--- src/rtl/mgl_defines.svh ---
// register offsets, field positions and reset values for the misc/pin/electrode-detect block
// assumes 8-bit registers addressed by a small offset over the serial port
`ifndef MGL_DEFINES_SVH
`define MGL_DEFINES_SVH
`define MGL_ADDR_W 5
`define MGL_OFF_CONFIG_TWO 5'h02
`define MGL_OFF_DETECT_CONTROL 5'h04
`define MGL_OFF_DRIVE_SENSE 5'h06
`define MGL_OFF_ELECTRODE_SENSE 5'h07
`define MGL_OFF_ELECTRODE_STATUS 5'h08
`define MGL_OFF_MISC_CONTROL_TWO 5'h0a
`define MGL_OFF_GENERAL_PIN_CONTROL 5'h0b
`define MGL_OFF_CH1_SET 5'h04
`define MGL_OFF_CH2_SET 5'h05
`define MGL_MISC_CAL_BIT 7
`define MGL_MISC_REF_BIT 1
`define MGL_MISC_MASK 8'h82
`define MGL_PIN_MASK 8'h0f
`define MGL_PIN_DIR_LO 2
`define MGL_PIN_DATA_LO 0
`define MGL_PIN_RESET 8'h0c
`define MGL_SENSE_MASK 8'h3f
`define MGL_DRIVE_MASK 8'h3f
`define MGL_DRIVE_PWR_BIT 5
`define MGL_DRIVE_SENSE_BIT 4
`define MGL_CFG2_CMP_PD_BIT 6
`define MGL_CFG2_RESET 8'h80
`define MGL_DET_LEVEL_LO 2
`define MGL_DET_TH_LO 5
`define MGL_DET_AC_BIT 0
`define MGL_STATUS_MASK 8'h1f
`define MGL_MUX_DRIVE_POS 4'h6
`define MGL_MUX_DRIVE_NEG 4'h7
`define MGL_AC_PHASE_DIV 2
`endif

--- src/rtl/mgl_pkg.sv ---
// types shared by both ends of the misc/pin/electrode-detect block
// assumes mgl_defines.svh is on the include path
package mgl_pkg;
	typedef logic [7:0] mgl_byte_t;
	typedef logic [4:0] mgl_addr_t;
	typedef enum logic [1:0] {MGL_H_IDLE, MGL_H_WRITE, MGL_H_READ} mgl_host_state_e;
endpackage

--- src/rtl/mgl_if.sv ---
// register access carrier between the host end and the device end
// assumes both ends share clk_sys_i; one access per cycle strobe
`timescale 1ns/1ps
interface mgl_if;
	import mgl_pkg::*;
	logic wr_en;
	logic rd_en;
	mgl_addr_t addr;
	mgl_byte_t wdata;
	mgl_byte_t rdata;
	logic rvalid;
	modport dev (input wr_en, input rd_en, input addr, input wdata, output rdata, output rvalid);
	modport host (output wr_en, output rd_en, output addr, output wdata, input rdata, input rvalid);
endinterface

--- src/rtl/mgl_device.sv ---
// device end: register bank for misc control, two general pins and electrode-detect logic
// assumes host keeps its own write rules; pins and comparators are asynchronous inputs
// Notes on behaviour
// - calibration bit seven enables offset calibration
// - bit one selects internal drive reference
// - host writes zeros to misc reserved bits
// - direction bits: zero output, one input
// - pin data reads return actual pin level
// - data write drives level only for outputs
// - host keeps pin register top bits zero
// - select codes six/seven route return input
// - host treats rerouted channel as unusable
// - per-side sensing, excitation separately disableable
// - swap bit reverses source and sink
// - two-bit field sets excitation current
// - three-bit field picks threshold converter level
// - status stored and sent in data stream
// - comparator powerdown bit disables comparators
// - ac excitation alternates at quarter rate
// - host uses power-up check only amp off
// - amp on: sink off, comparator senses
// - host reads status to find side
// - status one means disconnected, resets zero
// - buffer power bit zero means powered down
`timescale 1ns/1ps
`include "mgl_defines.svh"
module mgl_device (
	// clock and reset
	input wire logic clk_sys_i,
	input wire logic rst_i,
	// register access
	mgl_if.dev bus,
	// general pins
	input wire logic [1:0] pin_in_i,
	output logic [1:0] pin_out_o,
	output logic [1:0] pin_oe_o,
	// analog comparator results, timing and channel input selects
	input wire logic [3:0] electrode_cmp_i,
	input wire logic drive_cmp_i,
	input wire logic data_ready_i,
	input wire logic [3:0] ch1_select_i,
	input wire logic [3:0] ch2_select_i,
	// analog controls
	output logic offset_cal_enable_o,
	output logic drive_ref_internal_sel_o,
	output logic [3:0] sense_enable_o,
	output logic [3:0] excite_enable_o,
	output logic [1:0] excitation_direction_swap_o,
	output logic [1:0] excitation_current_level_o,
	output logic [2:0] comparator_threshold_sel_o,
	output logic comparator_powerdown_o,
	output logic excite_polarity_o,
	output logic drive_sink_enable_o,
	output logic [1:0] ch1_route_o,
	output logic [1:0] ch2_route_o,
	// data stream status words
	output logic [7:0] stream_status_o,
	output logic [7:0] stream_control_o
);
	import mgl_pkg::*;

	// ==========================================
	// state
	typedef struct packed {
		mgl_byte_t misc;
		mgl_byte_t pins;
		mgl_byte_t sense;
		mgl_byte_t drive;
		mgl_byte_t cfg2;
		mgl_byte_t det;
		mgl_byte_t status;
		logic [2:0][1:0] pin_sync;
		logic [2:0][4:0] cmp_sync;
		logic [1:0] pin_level;
		logic [4:0] cmp_level;
		logic [1:0] ac_cnt;
		logic ac_phase;
		mgl_byte_t rdata;
		logic rvalid;
		logic [1:0] pin_out;
		logic [1:0] pin_oe;
		logic [3:0] sense_en;
		logic [3:0] excite_en;
		logic sink_en;
		logic [1:0] r1;
		logic [1:0] r2;
	} mgl_dev_s;

	mgl_dev_s q;
	mgl_dev_s next_q;

	// ==========================================
	// next state
	always_comb begin
		next_q = q;
		// three-stage sync; a change counts once stages two and three agree
		next_q.pin_sync[0] = pin_in_i;
		next_q.pin_sync[1] = q.pin_sync[0];
		next_q.pin_sync[2] = q.pin_sync[1];
		if (q.pin_sync[1] == q.pin_sync[2]) begin
			next_q.pin_level = q.pin_sync[2];
		end
		next_q.cmp_sync[0] = {drive_cmp_i, electrode_cmp_i};
		next_q.cmp_sync[1] = q.cmp_sync[0];
		next_q.cmp_sync[2] = q.cmp_sync[1];
		if (q.cmp_sync[1] == q.cmp_sync[2]) begin
			next_q.cmp_level = q.cmp_sync[2];
		end
		// comparators powered down hold status at lead-on
		if (q.cfg2[`MGL_CFG2_CMP_PD_BIT]) begin
			next_q.status = 8'h00;
		end else begin
			next_q.status = {3'h0, q.cmp_level} & `MGL_STATUS_MASK;
		end
		// ac excitation: flip phase every other data-ready, giving fdr/4
		if (data_ready_i) begin
			next_q.ac_cnt = q.ac_cnt + 2'h1;
			if (q.ac_cnt == 2'(`MGL_AC_PHASE_DIV - 1)) begin
				next_q.ac_cnt = 2'h0;
				next_q.ac_phase = !q.ac_phase;
			end
		end
		// register writes; reserved bits masked so they read back zero
		if (bus.wr_en) begin
			case (bus.addr)
				`MGL_OFF_MISC_CONTROL_TWO: next_q.misc = bus.wdata & `MGL_MISC_MASK;
				`MGL_OFF_GENERAL_PIN_CONTROL: begin
					next_q.pins = bus.wdata & `MGL_PIN_MASK;
				end
				`MGL_OFF_ELECTRODE_SENSE: next_q.sense = bus.wdata & `MGL_SENSE_MASK;
				`MGL_OFF_DRIVE_SENSE: next_q.drive = bus.wdata & `MGL_DRIVE_MASK;
				`MGL_OFF_CONFIG_TWO: next_q.cfg2 = bus.wdata;
				`MGL_OFF_DETECT_CONTROL: next_q.det = bus.wdata;
				default: ;
			endcase
		end
		// output latch only follows writes for pins set as outputs
		for (int i = 0; i < 2; i++) begin
			next_q.pin_oe[i] = !next_q.pins[`MGL_PIN_DIR_LO + i];
			if (!next_q.pins[`MGL_PIN_DIR_LO + i]) begin
				next_q.pin_out[i] = next_q.pins[`MGL_PIN_DATA_LO + i];
			end
		end
		// sensing may stay on while excitation is off (drive sense bit gates excitation)
		next_q.sense_en = next_q.sense[3:0];
		next_q.excite_en = next_q.drive[`MGL_DRIVE_SENSE_BIT] ? 4'h0 : next_q.sense[3:0];
		// sink only useful while the drive amp is off
		next_q.sink_en = next_q.drive[`MGL_DRIVE_SENSE_BIT] && !next_q.drive[`MGL_DRIVE_PWR_BIT];
		// rerouting of the return input onto a channel side
		next_q.r1 = {ch1_select_i == `MGL_MUX_DRIVE_NEG, ch1_select_i == `MGL_MUX_DRIVE_POS};
		next_q.r2 = {ch2_select_i == `MGL_MUX_DRIVE_NEG, ch2_select_i == `MGL_MUX_DRIVE_POS};
		// reads answer one cycle after the strobe
		next_q.rvalid = bus.rd_en;
		next_q.rdata = 8'h00;
		if (bus.rd_en) begin
			case (bus.addr)
				`MGL_OFF_MISC_CONTROL_TWO: next_q.rdata = q.misc;
				`MGL_OFF_GENERAL_PIN_CONTROL: next_q.rdata = {4'h0, q.pins[3:2], q.pin_level};
				`MGL_OFF_ELECTRODE_SENSE: next_q.rdata = q.sense;
				`MGL_OFF_DRIVE_SENSE: next_q.rdata = q.drive;
				`MGL_OFF_CONFIG_TWO: next_q.rdata = q.cfg2;
				`MGL_OFF_DETECT_CONTROL: next_q.rdata = q.det;
				`MGL_OFF_ELECTRODE_STATUS: next_q.rdata = q.status;
				default: next_q.rdata = 8'h00;
			endcase
		end
		// the ac phase keeps running in every mode, so it is already settled when
		// ac excitation is picked; only the analog side decides whether it is used.
		// trade-off: a little toggling power in dc mode for no start-up glitch,
		// and the sense and excitation enables above stay the final values here
	end

	// ==========================================
	// registers
	always_ff @(posedge clk_sys_i) begin
		if (rst_i) begin
			q <= '0;
			q.pins <= `MGL_PIN_RESET;
			q.cfg2 <= `MGL_CFG2_RESET;
		end else begin
			q <= next_q;
		end
	end

	// ==========================================
	// outputs, all straight from flops
	assign bus.rdata = q.rdata;
	assign bus.rvalid = q.rvalid;
	assign pin_out_o = q.pin_out;
	assign pin_oe_o = q.pin_oe;
	assign offset_cal_enable_o = q.misc[`MGL_MISC_CAL_BIT];
	assign drive_ref_internal_sel_o = q.misc[`MGL_MISC_REF_BIT];
	assign sense_enable_o = q.sense_en;
	assign excite_enable_o = q.excite_en;
	assign excitation_direction_swap_o = q.sense[5:4];
	assign excitation_current_level_o = q.det[`MGL_DET_LEVEL_LO +: 2];
	assign comparator_threshold_sel_o = q.det[`MGL_DET_TH_LO +: 3];
	assign comparator_powerdown_o = q.cfg2[`MGL_CFG2_CMP_PD_BIT];
	assign excite_polarity_o = q.ac_phase;
	assign drive_sink_enable_o = q.sink_en;
	assign ch1_route_o = q.r1;
	assign ch2_route_o = q.r2;
	assign stream_status_o = q.status;
	assign stream_control_o = q.det;
endmodule

--- src/flat_wrapper.sv ---
// flat-port wrapper written by rule: the top's interface ports become plain ports
module mgl_device_flat import mgl_pkg::*;
  (clk_sys_i, rst_i, pin_in_i, pin_out_o, pin_oe_o, electrode_cmp_i, drive_cmp_i, data_ready_i, ch1_select_i, ch2_select_i, offset_cal_enable_o, drive_ref_internal_sel_o, sense_enable_o, excite_enable_o, excitation_direction_swap_o, excitation_current_level_o, comparator_threshold_sel_o, comparator_powerdown_o, excite_polarity_o, drive_sink_enable_o, ch1_route_o, ch2_route_o, stream_status_o, stream_control_o, bus_wr_en, bus_rd_en, bus_addr, bus_wdata, bus_rdata, bus_rvalid);
  mgl_if bus_i ();
  input wire logic clk_sys_i;
  input wire logic rst_i;
  input wire logic [1:0] pin_in_i;
  output logic [1:0] pin_out_o;
  output logic [1:0] pin_oe_o;
  input wire logic [3:0] electrode_cmp_i;
  input wire logic drive_cmp_i;
  input wire logic data_ready_i;
  input wire logic [3:0] ch1_select_i;
  input wire logic [3:0] ch2_select_i;
  output logic offset_cal_enable_o;
  output logic drive_ref_internal_sel_o;
  output logic [3:0] sense_enable_o;
  output logic [3:0] excite_enable_o;
  output logic [1:0] excitation_direction_swap_o;
  output logic [1:0] excitation_current_level_o;
  output logic [2:0] comparator_threshold_sel_o;
  output logic comparator_powerdown_o;
  output logic excite_polarity_o;
  output logic drive_sink_enable_o;
  output logic [1:0] ch1_route_o;
  output logic [1:0] ch2_route_o;
  output logic [7:0] stream_status_o;
  output logic [7:0] stream_control_o;
  input wire logic [$bits(bus_i.wr_en)-1:0] bus_wr_en;
  input wire logic [$bits(bus_i.rd_en)-1:0] bus_rd_en;
  input wire logic [$bits(bus_i.addr)-1:0] bus_addr;
  input wire logic [$bits(bus_i.wdata)-1:0] bus_wdata;
  output wire logic [$bits(bus_i.rdata)-1:0] bus_rdata;
  output wire logic [$bits(bus_i.rvalid)-1:0] bus_rvalid;
  assign bus_i.wr_en = bus_wr_en;
  assign bus_i.rd_en = bus_rd_en;
  assign bus_i.addr = bus_addr;
  assign bus_i.wdata = bus_wdata;
  assign bus_rdata = bus_i.rdata;
  assign bus_rvalid = bus_i.rvalid;
  mgl_device u_core (.clk_sys_i(clk_sys_i), .rst_i(rst_i), .bus(bus_i), .pin_in_i(pin_in_i), .pin_out_o(pin_out_o), .pin_oe_o(pin_oe_o), .electrode_cmp_i(electrode_cmp_i), .drive_cmp_i(drive_cmp_i), .data_ready_i(data_ready_i), .ch1_select_i(ch1_select_i), .ch2_select_i(ch2_select_i), .offset_cal_enable_o(offset_cal_enable_o), .drive_ref_internal_sel_o(drive_ref_internal_sel_o), .sense_enable_o(sense_enable_o), .excite_enable_o(excite_enable_o), .excitation_direction_swap_o(excitation_direction_swap_o), .excitation_current_level_o(excitation_current_level_o), .comparator_threshold_sel_o(comparator_threshold_sel_o), .comparator_powerdown_o(comparator_powerdown_o), .excite_polarity_o(excite_polarity_o), .drive_sink_enable_o(drive_sink_enable_o), .ch1_route_o(ch1_route_o), .ch2_route_o(ch2_route_o), .stream_status_o(stream_status_o), .stream_control_o(stream_control_o));
endmodule
--- config.mk ---
export PLATFORM = sky130hd
export DESIGN_NAME = mgl_device_flat
export DESIGN_NICKNAME = d
export VERILOG_FILES = /design/src/rtl/mgl_pkg.sv /design/src/rtl/mgl_if.sv /design/src/rtl/mgl_device.sv /design/src/flat_wrapper.sv
export VERILOG_INCLUDE_DIRS = /design/src /design/src/rtl
export SDC_FILE = /design/constraint.sdc
export NUM_CORES = 1
export LEC_CHECK = 0
export ABC_AREA = 1
export BUFFER_PORTS_ARGS = -buffer_cell sky130_fd_sc_hd__clkbuf_2
export CAP_MARGIN = 5
export CORE_MARGIN = 5
export CORE_UTILIZATION = 25
export DETAILED_ROUTE_END_ITERATION = 8
export HOLD_SLACK_MARGIN = 0.1
export PLACE_DENSITY = 0.42
export SLEW_MARGIN = 20
export SYNTH_ARGS = -nofsm -noshare
export SYNTH_HDL_FRONTEND = slang
export SYNTH_SLANG_ARGS = --single-unit
--- constraint.sdc ---
create_clock -name clk_sys_i -period 1.35 [get_ports clk_sys_i]
set_clock_uncertainty 0.2 [all_clocks]
set_input_delay 0.2025 -clock clk_sys_i [delete_from_list [all_inputs] [get_ports clk_sys_i]]
set_output_delay 0.2025 -clock clk_sys_i [all_outputs]
set_load 0.01 [all_outputs]
# Word-level counts from Yosys, hierarchy flattened
# Cells that the tools add are included.
totals:
  ff_bits: 95
  in_bits: 33
  out_inout_bits: 53
  word_cells: 67
op_classes:
  n_addsub: 1
  n_eq_ne: 14
  n_mux: 8
  bitwise: 1
  n_reduce_logical: 14
ops:
  columns: ["operator", "count"]
  rows:
  - ["$pmux W8 S7", 1]
  - ["$mux W36", 1]
  - ["$eq A4 B3 Y1 const B", 4]
  - ["$mux W8", 2]
  - ["$eq A5 B3 Y1 const B", 3]
  - ["$eq A5 B4 Y1 const B", 3]
  - ["$mux W6", 2]
  - ["$reduce_and A2 Y1", 6]
  - ["$reduce_or A2 Y1", 3]
  - ["$eq A5 B2 Y1 const B", 1]
  - ["$eq A5 B5 Y1", 1]
  - ["$logic_not A1 Y1", 4]
  - ["$mux W4", 1]
  - ["$mux W3", 1]
  - ["$add A2 B1 Y2 const B", 1]
  - ["$eq A2 B1 Y1 const B", 1]
  - ["$eq A2 B2 Y1", 1]
  - ["$logic_and A1 B1 Y1", 1]
  - ["$not A1 Y1", 1]

# Longest topological paths before layout
depth:
  ltp_word: 5
  ltp_mapped: 9
  mapped_depth_nobuf: 8

# Worst setup path after synthesis
# OpenSTA, ideal clock, no wires.
synth_timing:
  kind: "input to register"
  from: "input port bus_wr_en"
  to: "register u_core.q[100] (netlist name)"
  setup_ns: 0.132
  t_arrival_ns: 0.975
  t_required_ns: 1.018
  setup_slack_ns: 0.043
  cell_stages: 5
  path_buffers: 2
  cell_sequence: "buf_2 -> clkbuf_1 -> nand4_1 -> nand2_1 -> nand2_1"
synth_via:
  elab_chain_len: 1
synth_rtl:
  columns: ["item", "line", "text"]
  rows:
  - ["start: declaration", "flat_wrapper.sv:29", "input wire logic [$bits(bus_i.wr_en)-1:0] bus_wr_en;"]
  - ["$mux W36", "mgl_device.sv:124", "if (bus.wr_en) begin"]
  - ["end signal: assignment", "mgl_device.sv:181", "q <= next_q;"]
  - ["end: declaration", "mgl_device.sv:89", "mgl_dev_s q;"]
# Every way passes these cells.
# A chain may end at the register's enable or synchronous reset.

# Worst setup path in the final report
layout_timing:
  from: "register u_core.q, in the netlist u_core.stream_control_o[1]"
  to: "output port stream_control_o[1]"
layout_lines:
  columns: ["item", "line", "text"]
  rows:
  - ["end: declaration", "flat_wrapper.sv:28", "output logic [7:0] stream_control_o;"]
# No word-level cell between the ends.

==> flow_metrics.tcl <==
set metrics [dict create \
    run_status "complete, no violations" \
    postSynthCellCount 512 \
    fillerInstances 1585 \
    cp.buffers_inverters 1 \
    rows 45 \
    place_congestion 0.819 \
    setup_viol 0 \
    grt_start_max_net_pins 39 \
    synth.most_common_cell "sky130_fd_sc_hd__dfxtp_1" \
    placement.cell_area_mm2 0.00435 \
    cts.sinks 92 \
    critical_path_peak_fanout 3 \
    dr.pass1.iters 4 \
    antenna_found_initial 0 \
    nNetsFinal 641 \
    ctsLongestPathBuffers 2 \
    post_drt_antenna_nets 0 \
    maxSlewViolCount 0 \
    report.final.hold_viol_count 0 \
    gr-total-overflow 0 \
    drt-vias-per-instance 4.04 \
    maxCapViolations 0 \
    yosysTopAreaCell "sky130_fd_sc_hd__dfxtp_1" \
    n_antenna_cell 0 \
    ys_ff_latch 92 \
    data_arrival_time_at_the_worst_slack_endpoint_ns 0.91 \
    tritoncts_clock_tree "yes" \
    dr_total_vias 3233 \
    timing.hold.worst.class "input port to flop" \
    max_freq_mhz 761 \
    power_leakage_nw 2.41 \
    first_pass_grt_wire_length_um 16500 \
    cts-buffers-inserted 9 \
    seq_power_share_pct 49.2 \
    endpoint_kind "output port" \
    critPathLaunchType "flop" \
    cp_slowest_stage_delay_ns 0.40 \
    placement.io_buffers 82 \
    rsz0062_at_grt "true" \
    synth_area_leaders "sky130_fd_sc_hd__dfxtp_1 48%, sky130_fd_sc_hd__buf_4 9.5%, sky130_fd_sc_hd__nand2_1 8.6%" \
    syn-mean-instance-area_um2 7.54 \
    setup.worst_path.class "flop to output port" \
    die-height_um 134 \
    drt_drc 0 \
    vdd.ir_drop.worst_mv 0.626 \
    die-width_um 134 \
    total_switching_power_mw 1.38 \
    cp_data_required_time_ns 0.95 \
    period_needed_ns 1.31 \
    clock_power_share_pct 41.2 \
    synth.yosys.seq_area_share_pct 47.7 \
    dp_hpwl_um 7580 \
    postRouteWirelength_um 10300 \
    areaGrowthSynthToFinish_pct 28.7 \
    clk_root_buffer_cell "sky130_fd_sc_hd__clkbuf_16" \
    crit_chain "clkbuf_2" \
    grt.total_usage_pct 11.6 \
    power.share.combinational_pct 9.7 \
    syn_area_mm2 0.00386 \
    start_util_pct 25.5 \
    grt_pass1_vias 3109 \
    synth-async-reset-ratio_pct 0 \
    detailedRoute.firstIterationViolations 166 \
    synthFlopType "sky130_fd_sc_hd__dfxtp_1" \
    floorplan.die_area_mm2 0.0180 \
    yosysWarnings 0 \
    power_density_mw_per_mm2 1160 \
    wl_per_cell_um 12.9 \
    crit_path_top_delay_cell "sky130_fd_sc_hd__dfxtp_1" \
    yosys-top-cells-count "92 x sky130_fd_sc_hd__dfxtp_1, 88 x sky130_fd_sc_hd__nand2_1, 88 x sky130_fd_sc_hd__nor2_1" \
    ios 86 \
    core_region_area_mm2 0.0151 \
    final_area_mm2 0.00496 \
    clkTransAtPathRegs_ns 0.06 \
    cell_family_with_the_largest_share_of_critical_path_delay "flip-flops" \
    internal_power_mw 4.38 \
    layout-drive-gt1-share_pct 28.1 \
    fin_crit_sh_pct 97.3 \
    clock_latency_ns 0.34 \
    synth_edf_count 0 \
    htree_num_levels 3 \
    yosys.area.top_type_share_pct 47.7 \
    post_synth_num_cell_types 29 \
    fin_setup_tns_ns 0 \
    power.switching_fraction_pct 23.9 \
]
[tightest hold or removal path: stages]
cell and delay [ns]:
sky130_fd_sc_hd__clkbuf_2 0.19, sky130_fd_sc_hd__buf_12 0.19, sky130_fd_sc_hd__nor2_1 0.06
[power by group through the flow]
stage / sequential, mW / combinational (mW) / clock (mW)
2_1_floorplan: 2.88 / 0.281 / 0
3_3_place_gp: 2.89 / 0.456 / 0
3_5_place_dp: 2.89 / 0.462 / 0
4_1_cts: 2.83 / 0.523 / 2.45
5_1_grt: 2.84 / 0.632 / 2.55
6_report: 2.83 / 0.556 / 2.37
[cell type report]
type / instances / area, µm² / share of cell area [%]
clock inverters: 2 / 10.0 / 0.202
inverters: 70 / 263 / 5.29
well taps: 188 / 235 / 4.74
flip-flops and latches: 92 / 1850 / 37.3
repair buffers: 142 / 963 / 19.4
clock buffers: 13 / 260 / 5.24
multi-input cells: 293 / 1380 / 27.8
[sequential cells by signal, summed over array words and instances, names as in the netlist]
signal                              flops
u_core.q                               33
u_core.next_q                          14
u_core.bus.rdata                        8
u_core.stream_control_o                 8
u_core.stream_status_o                  5
u_core.excite_enable_o                  4
u_core.sense_enable_o                   4
u_core.ch1_route_o                      2
u_core.ch2_route_o                      2
u_core.excitation_direction_swap_o      2
u_core.pin_oe_o                         2
u_core.pin_out_o                        2
u_core.bus.rvalid                       1
u_core.comparator_powerdown_o           1
u_core.drive_ref_internal_sel_o         1
u_core.drive_sink_enable_o              1
u_core.excite_polarity_o                1
u_core.offset_cal_enable_o              1
[kinds of logic after synthesis]
| logic type | Yosys count | share of synthesized area, % |
|---|---|---|
| AOI/OAI and AO/OA | 47 | 6.16 |
| xor gates and xnor gates | 3 | 0.681 |
| buffers and inverters | 129 | 17.5 |
| DFF | 92 | 47.7 |
| other | 1 | 0.0972 |
| and+or+nand+nor | 240 | 27.8 |
[per-layer routing]
layer / vias to the layer above / GRT usage (%) / routed length, µm
met5: - / 0 / 0
met4: 0 / 4.07 / 119
met3: 8 / 3.45 / 545
met2: 65 / 18.4 / 4610
met1: 1435 / 15.1 / 5040
li1: 1725 / - / -
[path summary, 6_finish.rpt]
kind | startpoint | end | slack [ns] | cells after the start
worst max register to register | u_core.q[47] | u_core.q[30] | 0.06 | 6
worst max-delay path | u_core.stream_control_o[1] | stream_control_o[1] | 0.04 | 1
worst min register to register | u_core.next_q[43] | u_core.next_q[48] | 0.20 | 2
worst min-delay path | rst_i | u_core.next_q[48] | 0.15 | 3
[stage by stage]
step                      power [mW]  hold WS [ns]  setup WS, ns  util, %  cells
after floorplan                 3.16        0.0786        0.0428        -    514
after global placement          3.35         0.181        -0.146     28.7    757
after detailed placement        3.36         0.189        -0.167     28.7    757
after CTS                       5.80         0.115       0.00506     32.2    798
after global routing            6.02         0.182       -0.0385     32.8    800
final                           5.76         0.149        0.0365     32.8    800
[layout by cell type (no fill, tap or decap), types with 2 or more instances in the layout]
master                          netlist  final
sky130_fd_sc_hd__a21oi_2              0      3
sky130_fd_sc_hd__and2_1               2      2
sky130_fd_sc_hd__clkbuf_16            0     10
sky130_fd_sc_hd__nand2_1             88     85
sky130_fd_sc_hd__nor2_1              88     84
sky130_fd_sc_hd__nand3b_1             2      2
sky130_fd_sc_hd__clkinv_2             0      2
sky130_fd_sc_hd__dfxtp_2              0      8
sky130_fd_sc_hd__a21oi_1             25     22
sky130_fd_sc_hd__inv_1               68     65
sky130_fd_sc_hd__nor3b_1              2      2
sky130_fd_sc_hd__nand4_1             13     13
sky130_fd_sc_hd__nand3_1             27     26
sky130_fd_sc_hd__nor2_4               3      3
sky130_fd_sc_hd__buf_6                1      2
sky130_fd_sc_hd__dfxtp_1             92     84
sky130_fd_sc_hd__conb_1               1      3
sky130_fd_sc_hd__o21ai_0             18     18
sky130_fd_sc_hd__nand3_2              3      4
sky130_fd_sc_hd__nor2_2               6     10
sky130_fd_sc_hd__dlygate4sd3_1        0     25
sky130_fd_sc_hd__o21ai_1              3      3
sky130_fd_sc_hd__clkbuf_8             0      2
sky130_fd_sc_hd__buf_4               49     32
sky130_fd_sc_hd__xor2_1               2      2
sky130_fd_sc_hd__inv_2                2      5
sky130_fd_sc_hd__clkbuf_2             0     81
sky130_fd_sc_hd__clkbuf_1             5      2
sky130_fd_sc_hd__nand2_2              2      5
sky130_fd_sc_hd__nand2_4              2      2
[what timing repair did]
| action | in CTS | in global routing |
|---|---|---|
| hold buffers | 26 | 0 |
| hold endpoints to repair | 61 | 0 |
| endpoints found under the setup margin | 0 | 22 |
| setup buffers | 0 | 2 |
| gates resized for setup | 0 | 25 |
Power figures use the tool's default switching activity.
